### config.mk
export PLATFORM = sky130hd
export DESIGN_NAME = sssc_device_flat
export DESIGN_NICKNAME = d
export VERILOG_FILES = /design/src/design/sssc_pkg.sv /design/src/design/sssc_link_if.sv /design/src/design/sssc_device.sv /design/src/design/sssc_ratio_div.sv /design/src/flat_wrapper.sv
export SDC_FILE = /design/constraint.sdc
export NUM_CORES = 1
export LEC_CHECK = 0
export ABC_AREA = 1
export BUFFER_PORTS_ARGS = -buffer_cell sky130_fd_sc_hd__buf_2
export CAP_MARGIN = 5
export CORE_MARGIN = 2
export CORE_UTILIZATION = 35
export CTS_CLUSTER_DIAMETER = 40
export DETAILED_ROUTE_END_ITERATION = 10
export HOLD_SLACK_MARGIN = 0.08
export PLACE_DENSITY = 0.6
export SYNTH_ARGS = -nofsm -noshare
export SYNTH_HDL_FRONTEND = slang
export SYNTH_SLANG_ARGS = --single-unit
export TNS_END_PERCENT = 100
### constraint.sdc
create_clock -name clk_i -period 44.7 [get_ports clk_i]
set_input_delay 4.47 -clock clk_i [delete_from_list [all_inputs] [get_ports clk_i]]
set_output_delay 4.47 -clock clk_i [all_outputs]
set_load 0.05 [all_outputs]
### src/design/sssc_pkg.sv
package sssc_pkg;
    // ==========================================================
    // Register byte addresses
    localparam logic [19:0] SSSC_LIVE_SURF_ADDR  = 20'h721AC;
    localparam logic [19:0] SSSC_SCALE_ADDR      = 20'h72204;
    localparam logic [19:0] SSSC_SURF_ARM_ADDR   = 20'h7219C;
    localparam logic [19:0] SSSC_DEST_SIZE_ADDR  = 20'h72190;
    // ==========================================================
    // Reset values and write masks
    localparam logic [31:0] SSSC_REG_RESET       = 32'h00000000;
    localparam logic [31:0] SSSC_SCALE_WMASK     = 32'hFFFF07FF;
    localparam logic [31:0] SSSC_SIZE_WMASK      = 32'h0FFF0FFF;
    localparam logic [31:0] SSSC_SURF_WMASK      = 32'hFFFFF000;
    // ==========================================================
    // Scaler control field positions
    localparam int SSSC_EN_BIT      = 31;
    localparam int SSSC_FILT_HI     = 30;
    localparam int SSSC_FILT_LO     = 29;
    localparam int SSSC_FOFF_BIT    = 28;
    localparam int SSSC_FADJ_BIT    = 27;
    localparam int SSSC_SRCW_HI     = 26;
    localparam int SSSC_SRCW_LO     = 16;
    localparam int SSSC_SRCH_HI     = 10;
    // Destination size field positions
    localparam int SSSC_DSTH_HI     = 27;
    localparam int SSSC_DSTH_LO     = 16;
    localparam int SSSC_DSTW_HI     = 11;
    // ==========================================================
    // Fixed point constants and limits
    localparam int          SSSC_FRAC_W   = 16;
    localparam logic [28:0] SSSC_FX_ONE   = 29'h0010000;
    localparam logic [28:0] SSSC_FX_HALF  = 29'h0008000;
    localparam logic [12:0] SSSC_MIN_SIZE = 13'h0003;
    localparam logic [12:0] SSSC_MIN_IL   = 13'h0006;
    localparam int          SSSC_MAX_DOWN = 16;
    localparam logic [23:0] SSSC_MAX_SRC_BYTES = 24'h001000;
    localparam logic [7:0]  SSSC_DOT_BASE = 8'h5A;
    localparam logic [7:0]  SSSC_DOT_STEP = 8'h0A;
    localparam logic [7:0]  SSSC_DOT_64   = 8'h50;
    // ==========================================================
    // Filter selection
    typedef enum logic [1:0] {
        SSSC_FILT_MEDIUM = 2'h0,
        SSSC_FILT_ENHANCE = 2'h1,
        SSSC_FILT_SOFTEN = 2'h2,
        SSSC_FILT_RSVD = 2'h3
    } sssc_filt_t;
endpackage

### src/design/sssc_link_if.sv
`timescale 1ns/100ps
interface sssc_link_if (
    input wire logic clk_i,
    input wire logic rst_i
);
    logic [19:0] addr;
    logic [31:0] wdata;
    logic [31:0] rdata;
    logic        wr;
    logic        rd;
    logic        vblank_start;
    logic        pipe_en;
    logic        sprite_en;
    logic        line_start;

    modport dev (input clk_i, rst_i, addr, wdata, wr, rd, vblank_start, pipe_en, sprite_en, line_start,
                 output rdata);
    modport host (input clk_i, rst_i, rdata,
                  output addr, wdata, wr, rd, vblank_start, pipe_en, sprite_en, line_start);
endinterface

### src/design/sssc_device.sv
// Added by the designer: the strobed register port.
`timescale 1ns/100ps
//
// Function
// - Read-only live surface address, resets zero
// - Activate settings at vblank/pipe/sprite off, armed
// - Only surface register write arms update
// - Resample source size to destination size
// - Upscale any, downscale to sixteen
// - Decimate by powers of two from 2x
// - No scaling with 64bpp source
// - Sizes at least 3x3, 3x6 interlaced
// - Dot clock limit from decimation, format
// - 64bpp planes at most 80% with sprite
// - Bit 31 enables scaling
// - Source width at most 4k bytes
// - Bits 30:29 select filter
// - Field offset bit picks phase 0/0.5
// - Adjust clear: phase is half scale
// - Adjust set: phase from offset bit
// - Bits 10:0 hold source height
// - Height programmed as lines minus one
// - Destination size fields, minus one
module sssc_device
    import sssc_pkg::*;
(
    input  wire logic        clk_i,          // Clock
    input  wire logic        rst_i,          // Async reset
    sssc_link_if.dev         lk,             // Link to pipe side
    output logic [31:0]      live_surf_o,    // Active surface base
    output logic             scale_on_o,     // Active scaling enable
    output logic [1:0]       filter_o,       // Active filter
    output logic [28:0]      h_step_o,       // Horizontal ratio 13.16
    output logic [28:0]      v_step_o,       // Vertical ratio 13.16
    output logic [2:0]       decim_log2_o,   // Horizontal decimation step
    output logic [28:0]      h_resid_o,      // Residual ratio
    output logic [28:0]      v_phase_o,      // Vertical initial phase 13.16
    output logic             params_ok_o,    // Ratios valid
    output logic             pix_valid_o,    // Output pixel strobe
    output logic [12:0]      src_x_o,        // Source pixel for it
    output logic             line_done_o     // Last pixel of line
);
    typedef struct packed {
        logic [31:0] scale_pend;
        logic [31:0] scale_act;
        logic [31:0] size_pend;
        logic [31:0] size_act;
        logic [31:0] surf_pend;
        logic [31:0] surf_act;
        logic        armed;
        logic [31:0] rdata;
        logic        div_go;
        logic        params_ok;
        logic [28:0] h_step;
        logic [28:0] v_step;
        logic [2:0]  decim;
        logic [28:0] h_resid;
        logic [28:0] v_phase;
        logic [1:0]  filter;
        logic        run;
        logic [28:0] pos;
        logic [12:0] cnt;
        logic        pix_v;
        logic [12:0] src_x;
        logic        line_done;
    } sssc_dev_t;

    sssc_dev_t   s_reg;
    sssc_dev_t   s_next;
    logic        upd;
    logic        surf_wr;
    logic        en_act;
    logic [12:0] src_w;
    logic [12:0] src_h;
    logic [12:0] dst_w;
    logic [12:0] dst_h;
    logic [28:0] qh;
    logic [28:0] qv;
    logic        done_h;
    logic [12:0] hint;
    logic [2:0]  dl;

    // ==========================================================
    // Actual sizes from minus-one fields
    assign en_act = s_reg.scale_act[SSSC_EN_BIT];
    assign src_w = 13'({2'b00, s_reg.scale_act[SSSC_SRCW_HI:SSSC_SRCW_LO]}) + 13'h0001;
    assign src_h = 13'({2'b00, s_reg.scale_act[SSSC_SRCH_HI:0]}) + 13'h0001;
    assign dst_w = 13'({1'b0, s_reg.size_act[SSSC_DSTW_HI:0]}) + 13'h0001;
    assign dst_h = 13'({1'b0, s_reg.size_act[SSSC_DSTH_HI:SSSC_DSTH_LO]}) + 13'h0001;

    // ==========================================================
    // Source over destination ratio per axis
    sssc_ratio_div #(.NW(13), .FW(SSSC_FRAC_W)) u_div_h (
        .clk_i   (clk_i),
        .rst_i   (rst_i),
        .start_i (s_reg.div_go),
        .num_i   (src_w),
        .den_i   (dst_w),
        .quo_o   (qh),
        .done_o  (done_h)
    );

    sssc_ratio_div #(.NW(13), .FW(SSSC_FRAC_W)) u_div_v (
        .clk_i   (clk_i),
        .rst_i   (rst_i),
        .start_i (s_reg.div_go),
        .num_i   (src_h),
        .den_i   (dst_h),
        .quo_o   (qv),
        .done_o  ()
    );

    // ==========================================================
    // Decimation step from integer ratio
    assign hint = qh[28:16];
    always_comb begin
        if (hint >= 13'(SSSC_MAX_DOWN)) begin
            dl = 3'h4;
        end else if (hint >= 13'h0008) begin
            dl = 3'h3;
        end else if (hint >= 13'h0004) begin
            dl = 3'h2;
        end else if (hint >= 13'h0002) begin
            dl = 3'h1;
        end else begin
            dl = 3'h0;
        end
    end

    // ==========================================================
    // Register access, arming and update point
    assign surf_wr = lk.wr && (lk.addr == SSSC_SURF_ARM_ADDR);
    assign upd = s_reg.armed && (lk.vblank_start || !lk.pipe_en || !lk.sprite_en);

    always_comb begin
        s_next = s_reg;
        s_next.rdata = '0;
        s_next.div_go = 1'b0;
        s_next.pix_v = 1'b0;
        s_next.line_done = 1'b0;
        if (lk.wr) begin
            case (lk.addr)
                SSSC_SCALE_ADDR: begin
                    s_next.scale_pend = lk.wdata & SSSC_SCALE_WMASK;
                end
                SSSC_DEST_SIZE_ADDR: begin
                    s_next.size_pend = lk.wdata & SSSC_SIZE_WMASK;
                end
                SSSC_SURF_ARM_ADDR: begin
                    s_next.surf_pend = lk.wdata & SSSC_SURF_WMASK;
                end
                default: begin
                end
            endcase
        end
        if (lk.rd) begin
            case (lk.addr)
                SSSC_SCALE_ADDR: begin
                    s_next.rdata = s_reg.scale_pend;
                end
                SSSC_DEST_SIZE_ADDR: begin
                    s_next.rdata = s_reg.size_pend;
                end
                SSSC_SURF_ARM_ADDR: begin
                    s_next.rdata = s_reg.surf_pend;
                end
                SSSC_LIVE_SURF_ADDR: begin
                    s_next.rdata = s_reg.surf_act;
                end
                default: begin
                    s_next.rdata = '0;
                end
            endcase
        end
        // New arm wins over the clearing update
        s_next.armed = (s_reg.armed && !upd) || surf_wr;
        if (upd) begin
            s_next.scale_act = s_reg.scale_pend;
            s_next.size_act = s_reg.size_pend;
            s_next.surf_act = s_reg.surf_pend;
            s_next.div_go = 1'b1;
            s_next.params_ok = 1'b0;
        end
        if (done_h) begin
            s_next.params_ok = 1'b1;
            if (en_act) begin
                s_next.h_step = qh;
                s_next.v_step = qv;
                s_next.decim = dl;
                s_next.h_resid = qh >> dl;
                s_next.filter = s_reg.scale_act[SSSC_FILT_HI:SSSC_FILT_LO];
                if (s_reg.scale_act[SSSC_FADJ_BIT]) begin
                    s_next.v_phase = s_reg.scale_act[SSSC_FOFF_BIT] ? SSSC_FX_HALF : '0;
                end else begin
                    s_next.v_phase = qv >> 1;
                end
            end else begin
                s_next.h_step = SSSC_FX_ONE;
                s_next.v_step = SSSC_FX_ONE;
                s_next.decim = '0;
                s_next.h_resid = SSSC_FX_ONE;
                s_next.filter = SSSC_FILT_MEDIUM;
                s_next.v_phase = '0;
            end
        end
        // Horizontal walk, one destination pixel a cycle
        if (lk.line_start && s_reg.params_ok && !s_reg.run) begin
            s_next.run = 1'b1;
            s_next.pos = '0;
            s_next.cnt = en_act ? dst_w - 13'h0001 : src_w - 13'h0001;
        end else if (s_reg.run) begin
            s_next.pix_v = 1'b1;
            s_next.src_x = s_reg.pos[28:16];
            s_next.pos = s_reg.pos + s_reg.h_step;
            if (s_reg.cnt == '0) begin
                s_next.run = 1'b0;
                s_next.line_done = 1'b1;
            end else begin
                s_next.cnt = s_reg.cnt - 13'h0001;
            end
        end
    end

    always_ff @(posedge clk_i or posedge rst_i) begin
        if (rst_i) begin
            s_reg <= '0;
        end else begin
            s_reg <= s_next;
        end
    end

    // ==========================================================
    // Outputs
    assign lk.rdata = s_reg.rdata;
    assign live_surf_o = s_reg.surf_act;
    assign scale_on_o = s_reg.scale_act[SSSC_EN_BIT];
    assign filter_o = s_reg.filter;
    assign h_step_o = s_reg.h_step;
    assign v_step_o = s_reg.v_step;
    assign decim_log2_o = s_reg.decim;
    assign h_resid_o = s_reg.h_resid;
    assign v_phase_o = s_reg.v_phase;
    assign params_ok_o = s_reg.params_ok;
    assign pix_valid_o = s_reg.pix_v;
    assign src_x_o = s_reg.src_x;
    assign line_done_o = s_reg.line_done;
endmodule

### src/design/sssc_ratio_div.sv
`timescale 1ns/100ps
module sssc_ratio_div #(
    parameter int NW = 13,
    parameter int FW = 16
) (
    input  wire logic             clk_i,    // Clock
    input  wire logic             rst_i,    // Async reset
    input  wire logic             start_i,  // Start pulse
    input  wire logic [NW-1:0]    num_i,    // Source size
    input  wire logic [NW-1:0]    den_i,    // Destination size
    output logic      [NW+FW-1:0] quo_o,    // Ratio, FW fraction bits
    output logic                  done_o    // Result pulse
);
    localparam int QW = NW + FW;
    localparam int CW = $clog2(QW + 1);

    typedef struct packed {
        logic          busy;
        logic [CW-1:0] cnt;
        logic [NW-1:0] den;
        logic [NW:0]   rem;
        logic [QW-1:0] dq;
        logic          done;
    } sssc_div_t;

    sssc_div_t s_reg;
    sssc_div_t s_next;
    logic [NW:0] r;
    logic        ge;

    // ==========================================================
    // Restoring division, one quotient bit a cycle
    always_comb begin
        s_next = s_reg;
        s_next.done = 1'b0;
        r = {s_reg.rem[NW-1:0], s_reg.dq[QW-1]};
        ge = r >= {1'b0, s_reg.den};
        if (start_i) begin
            s_next.busy = 1'b1;
            s_next.cnt = CW'(QW);
            s_next.den = den_i;
            s_next.rem = '0;
            s_next.dq = {num_i, {FW{1'b0}}};
        end else if (s_reg.busy) begin
            s_next.rem = ge ? r - {1'b0, s_reg.den} : r;
            s_next.dq = {s_reg.dq[QW-2:0], ge};
            s_next.cnt = s_reg.cnt - CW'(1);
            if (s_reg.cnt == CW'(1)) begin
                s_next.busy = 1'b0;
                s_next.done = 1'b1;
            end
        end
    end

    always_ff @(posedge clk_i or posedge rst_i) begin
        if (rst_i) begin
            s_reg <= '0;
        end else begin
            s_reg <= s_next;
        end
    end

    assign quo_o = s_reg.dq;
    assign done_o = s_reg.done;
endmodule

### src/flat_wrapper.sv
// flat-port wrapper written by rule: the top's interface ports become plain ports
module sssc_device_flat import sssc_pkg::*;
  (clk_i, rst_i, live_surf_o, scale_on_o, filter_o, h_step_o, v_step_o, decim_log2_o, h_resid_o, v_phase_o, params_ok_o, pix_valid_o, src_x_o, line_done_o, lk_addr, lk_wdata, lk_wr, lk_rd, lk_vblank_start, lk_pipe_en, lk_sprite_en, lk_line_start, lk_rdata);
  sssc_link_if lk_i (.clk_i(clk_i), .rst_i(rst_i));
  input  wire logic clk_i;
  input  wire logic rst_i;
  output logic [31:0] live_surf_o;
  output logic scale_on_o;
  output logic [1:0] filter_o;
  output logic [28:0] h_step_o;
  output logic [28:0] v_step_o;
  output logic [2:0] decim_log2_o;
  output logic [28:0] h_resid_o;
  output logic [28:0] v_phase_o;
  output logic params_ok_o;
  output logic pix_valid_o;
  output logic [12:0] src_x_o;
  output logic line_done_o;
  input wire logic [$bits(lk_i.addr)-1:0] lk_addr;
  input wire logic [$bits(lk_i.wdata)-1:0] lk_wdata;
  input wire logic [$bits(lk_i.wr)-1:0] lk_wr;
  input wire logic [$bits(lk_i.rd)-1:0] lk_rd;
  input wire logic [$bits(lk_i.vblank_start)-1:0] lk_vblank_start;
  input wire logic [$bits(lk_i.pipe_en)-1:0] lk_pipe_en;
  input wire logic [$bits(lk_i.sprite_en)-1:0] lk_sprite_en;
  input wire logic [$bits(lk_i.line_start)-1:0] lk_line_start;
  output wire logic [$bits(lk_i.rdata)-1:0] lk_rdata;
  assign lk_i.addr = lk_addr;
  assign lk_i.wdata = lk_wdata;
  assign lk_i.wr = lk_wr;
  assign lk_i.rd = lk_rd;
  assign lk_i.vblank_start = lk_vblank_start;
  assign lk_i.pipe_en = lk_pipe_en;
  assign lk_i.sprite_en = lk_sprite_en;
  assign lk_i.line_start = lk_line_start;
  assign lk_rdata = lk_i.rdata;
  sssc_device u_core (.clk_i(clk_i), .rst_i(rst_i), .lk(lk_i), .live_surf_o(live_surf_o), .scale_on_o(scale_on_o), .filter_o(filter_o), .h_step_o(h_step_o), .v_step_o(v_step_o), .decim_log2_o(decim_log2_o), .h_resid_o(h_resid_o), .v_phase_o(v_phase_o), .params_ok_o(params_ok_o), .pix_valid_o(pix_valid_o), .src_x_o(src_x_o), .line_done_o(line_done_o));
endmodule
After elaboration in Yosys (flattened, before gate mapping) --
Index checks and enable logic that the tools add are counted.
Cells by class: reduce and logical (&&, ||, !) cells 22, eq/ne operators 7, multiplexer cells 33, magnitude comparators 6, shift operators 1, $add $sub $neg 12, bitwise logic cells 1
Operator list (count):
- two-way mux 43 bit | 3
- case mux 32 bit (4 select lines) | 1
- two-way mux 122 bit | 1
- two-way mux 121 bit | 1
- two-way mux 42 bit | 2
- equality test 20 x 19 -> 1 bit (second input constant) | 4
- two-way mux 58 bit | 1
- two-way mux 13 bit | 4
- subtractor 13 x 1 -> 13 bit (second input constant) | 3
- two-way mux 32 bit | 1
- adder 29 bit | 1
- two-way mux 29 bit | 1
- right shift 29 x 3 -> 29 bit | 1
- greater-or-equal comparator 14 x 13 -> 1 bit | 2
- adder 12 x 1 -> 13 bit (second input constant) | 2
- subtractor 13 bit | 2
- adder 11 x 1 -> 12 bit (second input constant) | 2
- two-way mux 6 bit | 4
- two-way mux 16 bit | 1
- two-way mux 15 bit | 1
- greater-or-equal comparator 13 x 2 -> 1 bit (second input constant) | 1
- greater-or-equal comparator 13 x 3 -> 1 bit (second input constant) | 1
- greater-or-equal comparator 13 x 4 -> 1 bit (second input constant) | 1
- greater-or-equal comparator 13 x 5 -> 1 bit (second input constant) | 1
- 13 further kinds | 40
Storage, ports and cells: output and inout port bits 202, logic and storage cells 115, input bits 60, flip-flop bits (word level) 479

Depth between registers and ports, before layout --
word-level depth 8, mapped depth 18, mapped depth without buffers 18

Modules after synthesis --
Synthesis repeated with hierarchy kept, for this count alone.
Unflattened totals: cells, all modules 3295, area total of the unflattened synthesis 26212.6 µm²
By module, submodules not included:
- sssc_device | area each 18716.7 µm², instances 1, cells each 2314
- sssc_ratio_div at u_core.u_div_v | area each 3771.1 µm², instances 1, cells each 494
- sssc_ratio_div at u_core.u_div_h | area each 3724.8 µm², instances 1, cells each 487

Worst setup path before layout --
OpenSTA, ideal clock, no wires.
path type input -> register, start point input lk_addr[11], end point register u_core.s_reg[315] in the netlist's numbering, arrival 5.665 ns, library setup time 0.133 ns, path slack 38.902 ns, cell stages on the path 9, data required time 44.567 ns, buffers on the path 2, cells stage by stage nor2_1 -> nor3b_2 -> nand3_1 -> nor3_4 -> nand3_2 -> buf_2 -> buf_2 -> nand2_1 -> o21ai_0
Between the ends: word-level cells in the longest chain between the ends 2
Ends and longest elaborated chain:
- start, declared | line flat_wrapper.sv:19 | input wire logic [$bits(lk_i.addr)-1:0] lk_addr;
- equality test 20 x 19 -> 1 bit | line sssc_device.sv:142 | case (lk.addr)
- AND reduction 2 bit (no source line)
- end signal, assigned | line sssc_device.sv:228 | s_reg <= s_next;
- end, declared | line sssc_device.sv:68 | sssc_dev_t s_reg;
No other way between the ends. A chain may end at the register's enable or synchronous reset.

==> impl_metrics.tcl <==
set metrics [dict create \
    power_frac_comb_pct 21.4 \
    synth_seq_area_share_pct 47.9 \
    synth_top_family_by_area "simple AND/OR/NAND/NOR gates" \
    cts_tree "yes" \
    cp-end-kind "flop" \
    syn_inst 3038 \
    drc 0 \
    postCtsHoldBufs 0 \
    vias 19800 \
    synthAdderAreaFrac_pct 3.45 \
    path_buf_inv 2 \
    nets 3225 \
    final-max-slew-violation-count 0 \
    io_pins 262 \
    drv_cap 0 \
    status "completed" \
    drt-total-wl_mm 67.0 \
    fillerInstances 7120 \
    start_kind "input port" \
    fin_cells 4112 \
    postLayoutCellArea_mm2 0.0287 \
    crit_path_start "lk_addr[11]" \
    final_util_pct 40.8 \
    critPathCapture "u_core.lk.rdata[8]" \
    crit_arrival_ns 7.05 \
    critPathTopFamily "simple AND/OR/NAND/NOR gates" \
    first_global_vias 19300 \
    fin_worst_skew_ns 0.0341 \
    dieArea_mm2 0.0734 \
    post-cts-setup-buffers 0 \
    synth_xor_area_share_pct 1.44 \
    largest_register_ffs 166 \
    r2r_slack_ns 41.74 \
    worst_slew_pin_slew_ns 1.13 \
    yosys_warnings 0 \
    htree_levels 3 \
    clockPowerShare_pct 44.8 \
    slew-limit-headroom_pct 23.9 \
    grt_pass1_wl_mm 107 \
    synth_top_area_share_pct 47.9 \
    hp-start "u_core.src_x_o[9]" \
    synth-main-ff-cell "dfrtp_1" \
    fin_setup_tns_ns 0 \
    hp-class "flop to flop" \
    synthTopCellsByArea "dfrtp_1 (48%), nand2_1 (12%), o21ai_0 (6.3%)" \
    cts_resized 0 \
    cts_sinks 478 \
    power_density_mw_per_mm2 52.9 \
    rr_startpoint "u_core.s_reg[180]" \
    drive_gt1_share_pct 15.9 \
    finalSetupViolations 0 \
    synth_compound_area_share_pct 14.3 \
    grt_max_degree 177 \
    fin_crit_sh_pct 14.6 \
    crit_path_max_incr_delay_ns 0.54 \
    worstPathMaxFanout 16 \
    swShare_pct 32.8 \
    seqPwrFrac_pct 33.8 \
    period_minus_slack_ns 6.52 \
    post_dp_cell_area_mm2 0.0256 \
    synth.avg_cell_area_um2 8.21 \
    die_h_um 271 \
    dp.cells 3949 \
    diodes 0 \
    ys_seq_elements 478 \
    synth_cell_types 60 \
    first_iter_violations 1467 \
    synth_top_area_cell "dfrtp_1" \
    viasPerCell 4.81 \
    worstSetupPathType "input port to flop" \
    io_buffers 248 \
    cts-root-buf "clkbuf_16" \
    p_int_w 0.00102 \
    insertion_delay_ns 0.64 \
    syn_to_final_growth_pct 14.9 \
    p_total_w 0.00152 \
    antenna_found_initial 2 \
    grt_overflow_total 0 \
    initial_utilization_pct 35.5 \
    detail-route-antenna-nets 0 \
    ir_drop_mv 0.0406 \
    reg2reg_depth 6 \
    place_hpwl_mm 47.4 \
    crit_cells 10 \
    clock.fmax_ghz 0.153 \
    synth-edff-count 0 \
    cp.required_ns 45.23 \
    slowest_stage "nor3_4" \
    clk_pin_slew_ns 0.06 \
    p_leak_nw 14.3 \
    cts_buffers 87 \
    r2r_end "u_core.u_div_h.r[9]" \
    drtPass1Iterations 5 \
    yosys.area_share.simple_pct 19.8 \
    row_count 97 \
    place_congestion 0.888 \
    grt_use_total_pct 18.1 \
    die_w_um 271 \
    rsz0062_at_grt "no" \
    switching_power_w 0.000497 \
    crit_chain "buf_2 -> nor2_1 -> nor3b_2 -> nand3_1 -> nor3_4 -> nand2_2 -> nand4_1 -> nand2_1 -> buf_4 -> a21oi_1" \
    wl_per_cell_um 16.3 \
    synth.mux.area_fraction_pct 0.120 \
    hold_viol 0 \
    netlist_area_mm2 0.0249 \
    synthArstFlopShare_pct 100 \
    core_area_mm2 0.0703 \
    clk_path_buf_depth 3 \
]
worst min-delay path: cells and delay by family (launching register included):
family        cells  cell delay (ns)
flops             1             0.33
simple gates      2             0.09
cell usage after synthesis, drive strengths merged (5+ instances only):
cell type / n
a211oi: 9
xor2: 25
clkinv: 8
a221oi: 6
a21o: 9
o211ai: 18
nor2: 205
nor4: 5
a31oi: 13
clkbuf: 78
or2: 7
nand3: 104
inv: 313
o21ai: 354
o221ai: 26
dfrtp: 478
ha: 64
nor3: 17
xnor2: 16
o22ai: 56
a21oi: 122
nand4: 20
buf: 231
nand2: 817
nand3b: 8
metrics by stage:
step | hold slack, ns | setup slack [ns]
after floorplan | 0.443 | 26.89
after global placement | 0.455 | 37.70
after detailed placement | 0.454 | 37.59
after CTS | 0.467 | 38.21
after global routing | 0.484 | 37.98
final | 0.461 | 38.18
power by group through the flow:
stage | clock (W) | sequential [W] | combinational (W)
finish | 0.000679 | 0.000513 | 0.000324
detailed placement | 0 | 0.000520 | 0.000324
floorplan | 0 | 0.000510 | 0.000272
CTS | 0.000692 | 0.000513 | 0.000326
global placement | 0 | 0.000520 | 0.000320
global route | 0.000713 | 0.000519 | 0.000372
cells in the final DEF (no fill, tap or decap), drive strengths merged, types with 20 or more instances in the layout:
cell and instances:
a21oi 122, o221ai 26, ha 64, dfrtp 478, o21ai 354, nor2 205
xor2 25, inv 331, nand2 817, clkinv 30, o22ai 56, nand4 20
nand3 104, clkbuf 108, buf 268
cell families after synthesis:
family | after synthesis
buffers and inverters | 630
other | 1
adder cells (fa/ha/maj) | 67
flip-flops | 478
AO/OA/AOI/OAI | 633
multiplexers | 3
XOR/XNOR | 41
AND/OR/NAND/NOR | 1185
routing by layer:
| layer | GRT usage (%) | part of all wire [%] | vias up |
|---|---|---|---|
| li1 | - | - | 9842 |
| met1 | 24.7 | 46 | 9366 |
| met2 | 29.6 | 47 | 459 |
| met3 | 3.30 | 4.9 | 108 |
| met4 | 4.84 | 2.3 | 4 |
| met5 | 0 | 0.028 | - |
layout make-up:
type | instances | area, um^2 | share of cell area (%)
Timing Repair Buffer | 268 | 1400 | 4.90
Clock inverter | 55 | 677 | 2.36
Clock buffer | 108 | 2410 | 8.40
Inverter | 321 | 1220 | 4.26
Sequential cell | 478 | 12000 | 41.7
Tap cell | 940 | 1180 | 4.10
Multi-Input combinational cell | 1942 | 9810 | 34.2
how the worst min path moves through the flow:
stage	endpoint	cells after the start	slack [ns]
2_1_floorplan	u_core.src_x_o[0]	2	0.44
3_3_place_gp	u_core.src_x_o[7]	2	0.46
3_5_place_dp	u_core.src_x_o[9]	2	0.45
4_1_cts	u_core.src_x_o[9]	2	0.47
5_1_grt	u_core.src_x_o[11]	2	0.48
6_report	u_core.src_x_o[9]	2	0.46
No activity file was read; power rests on OpenSTA's default activity.
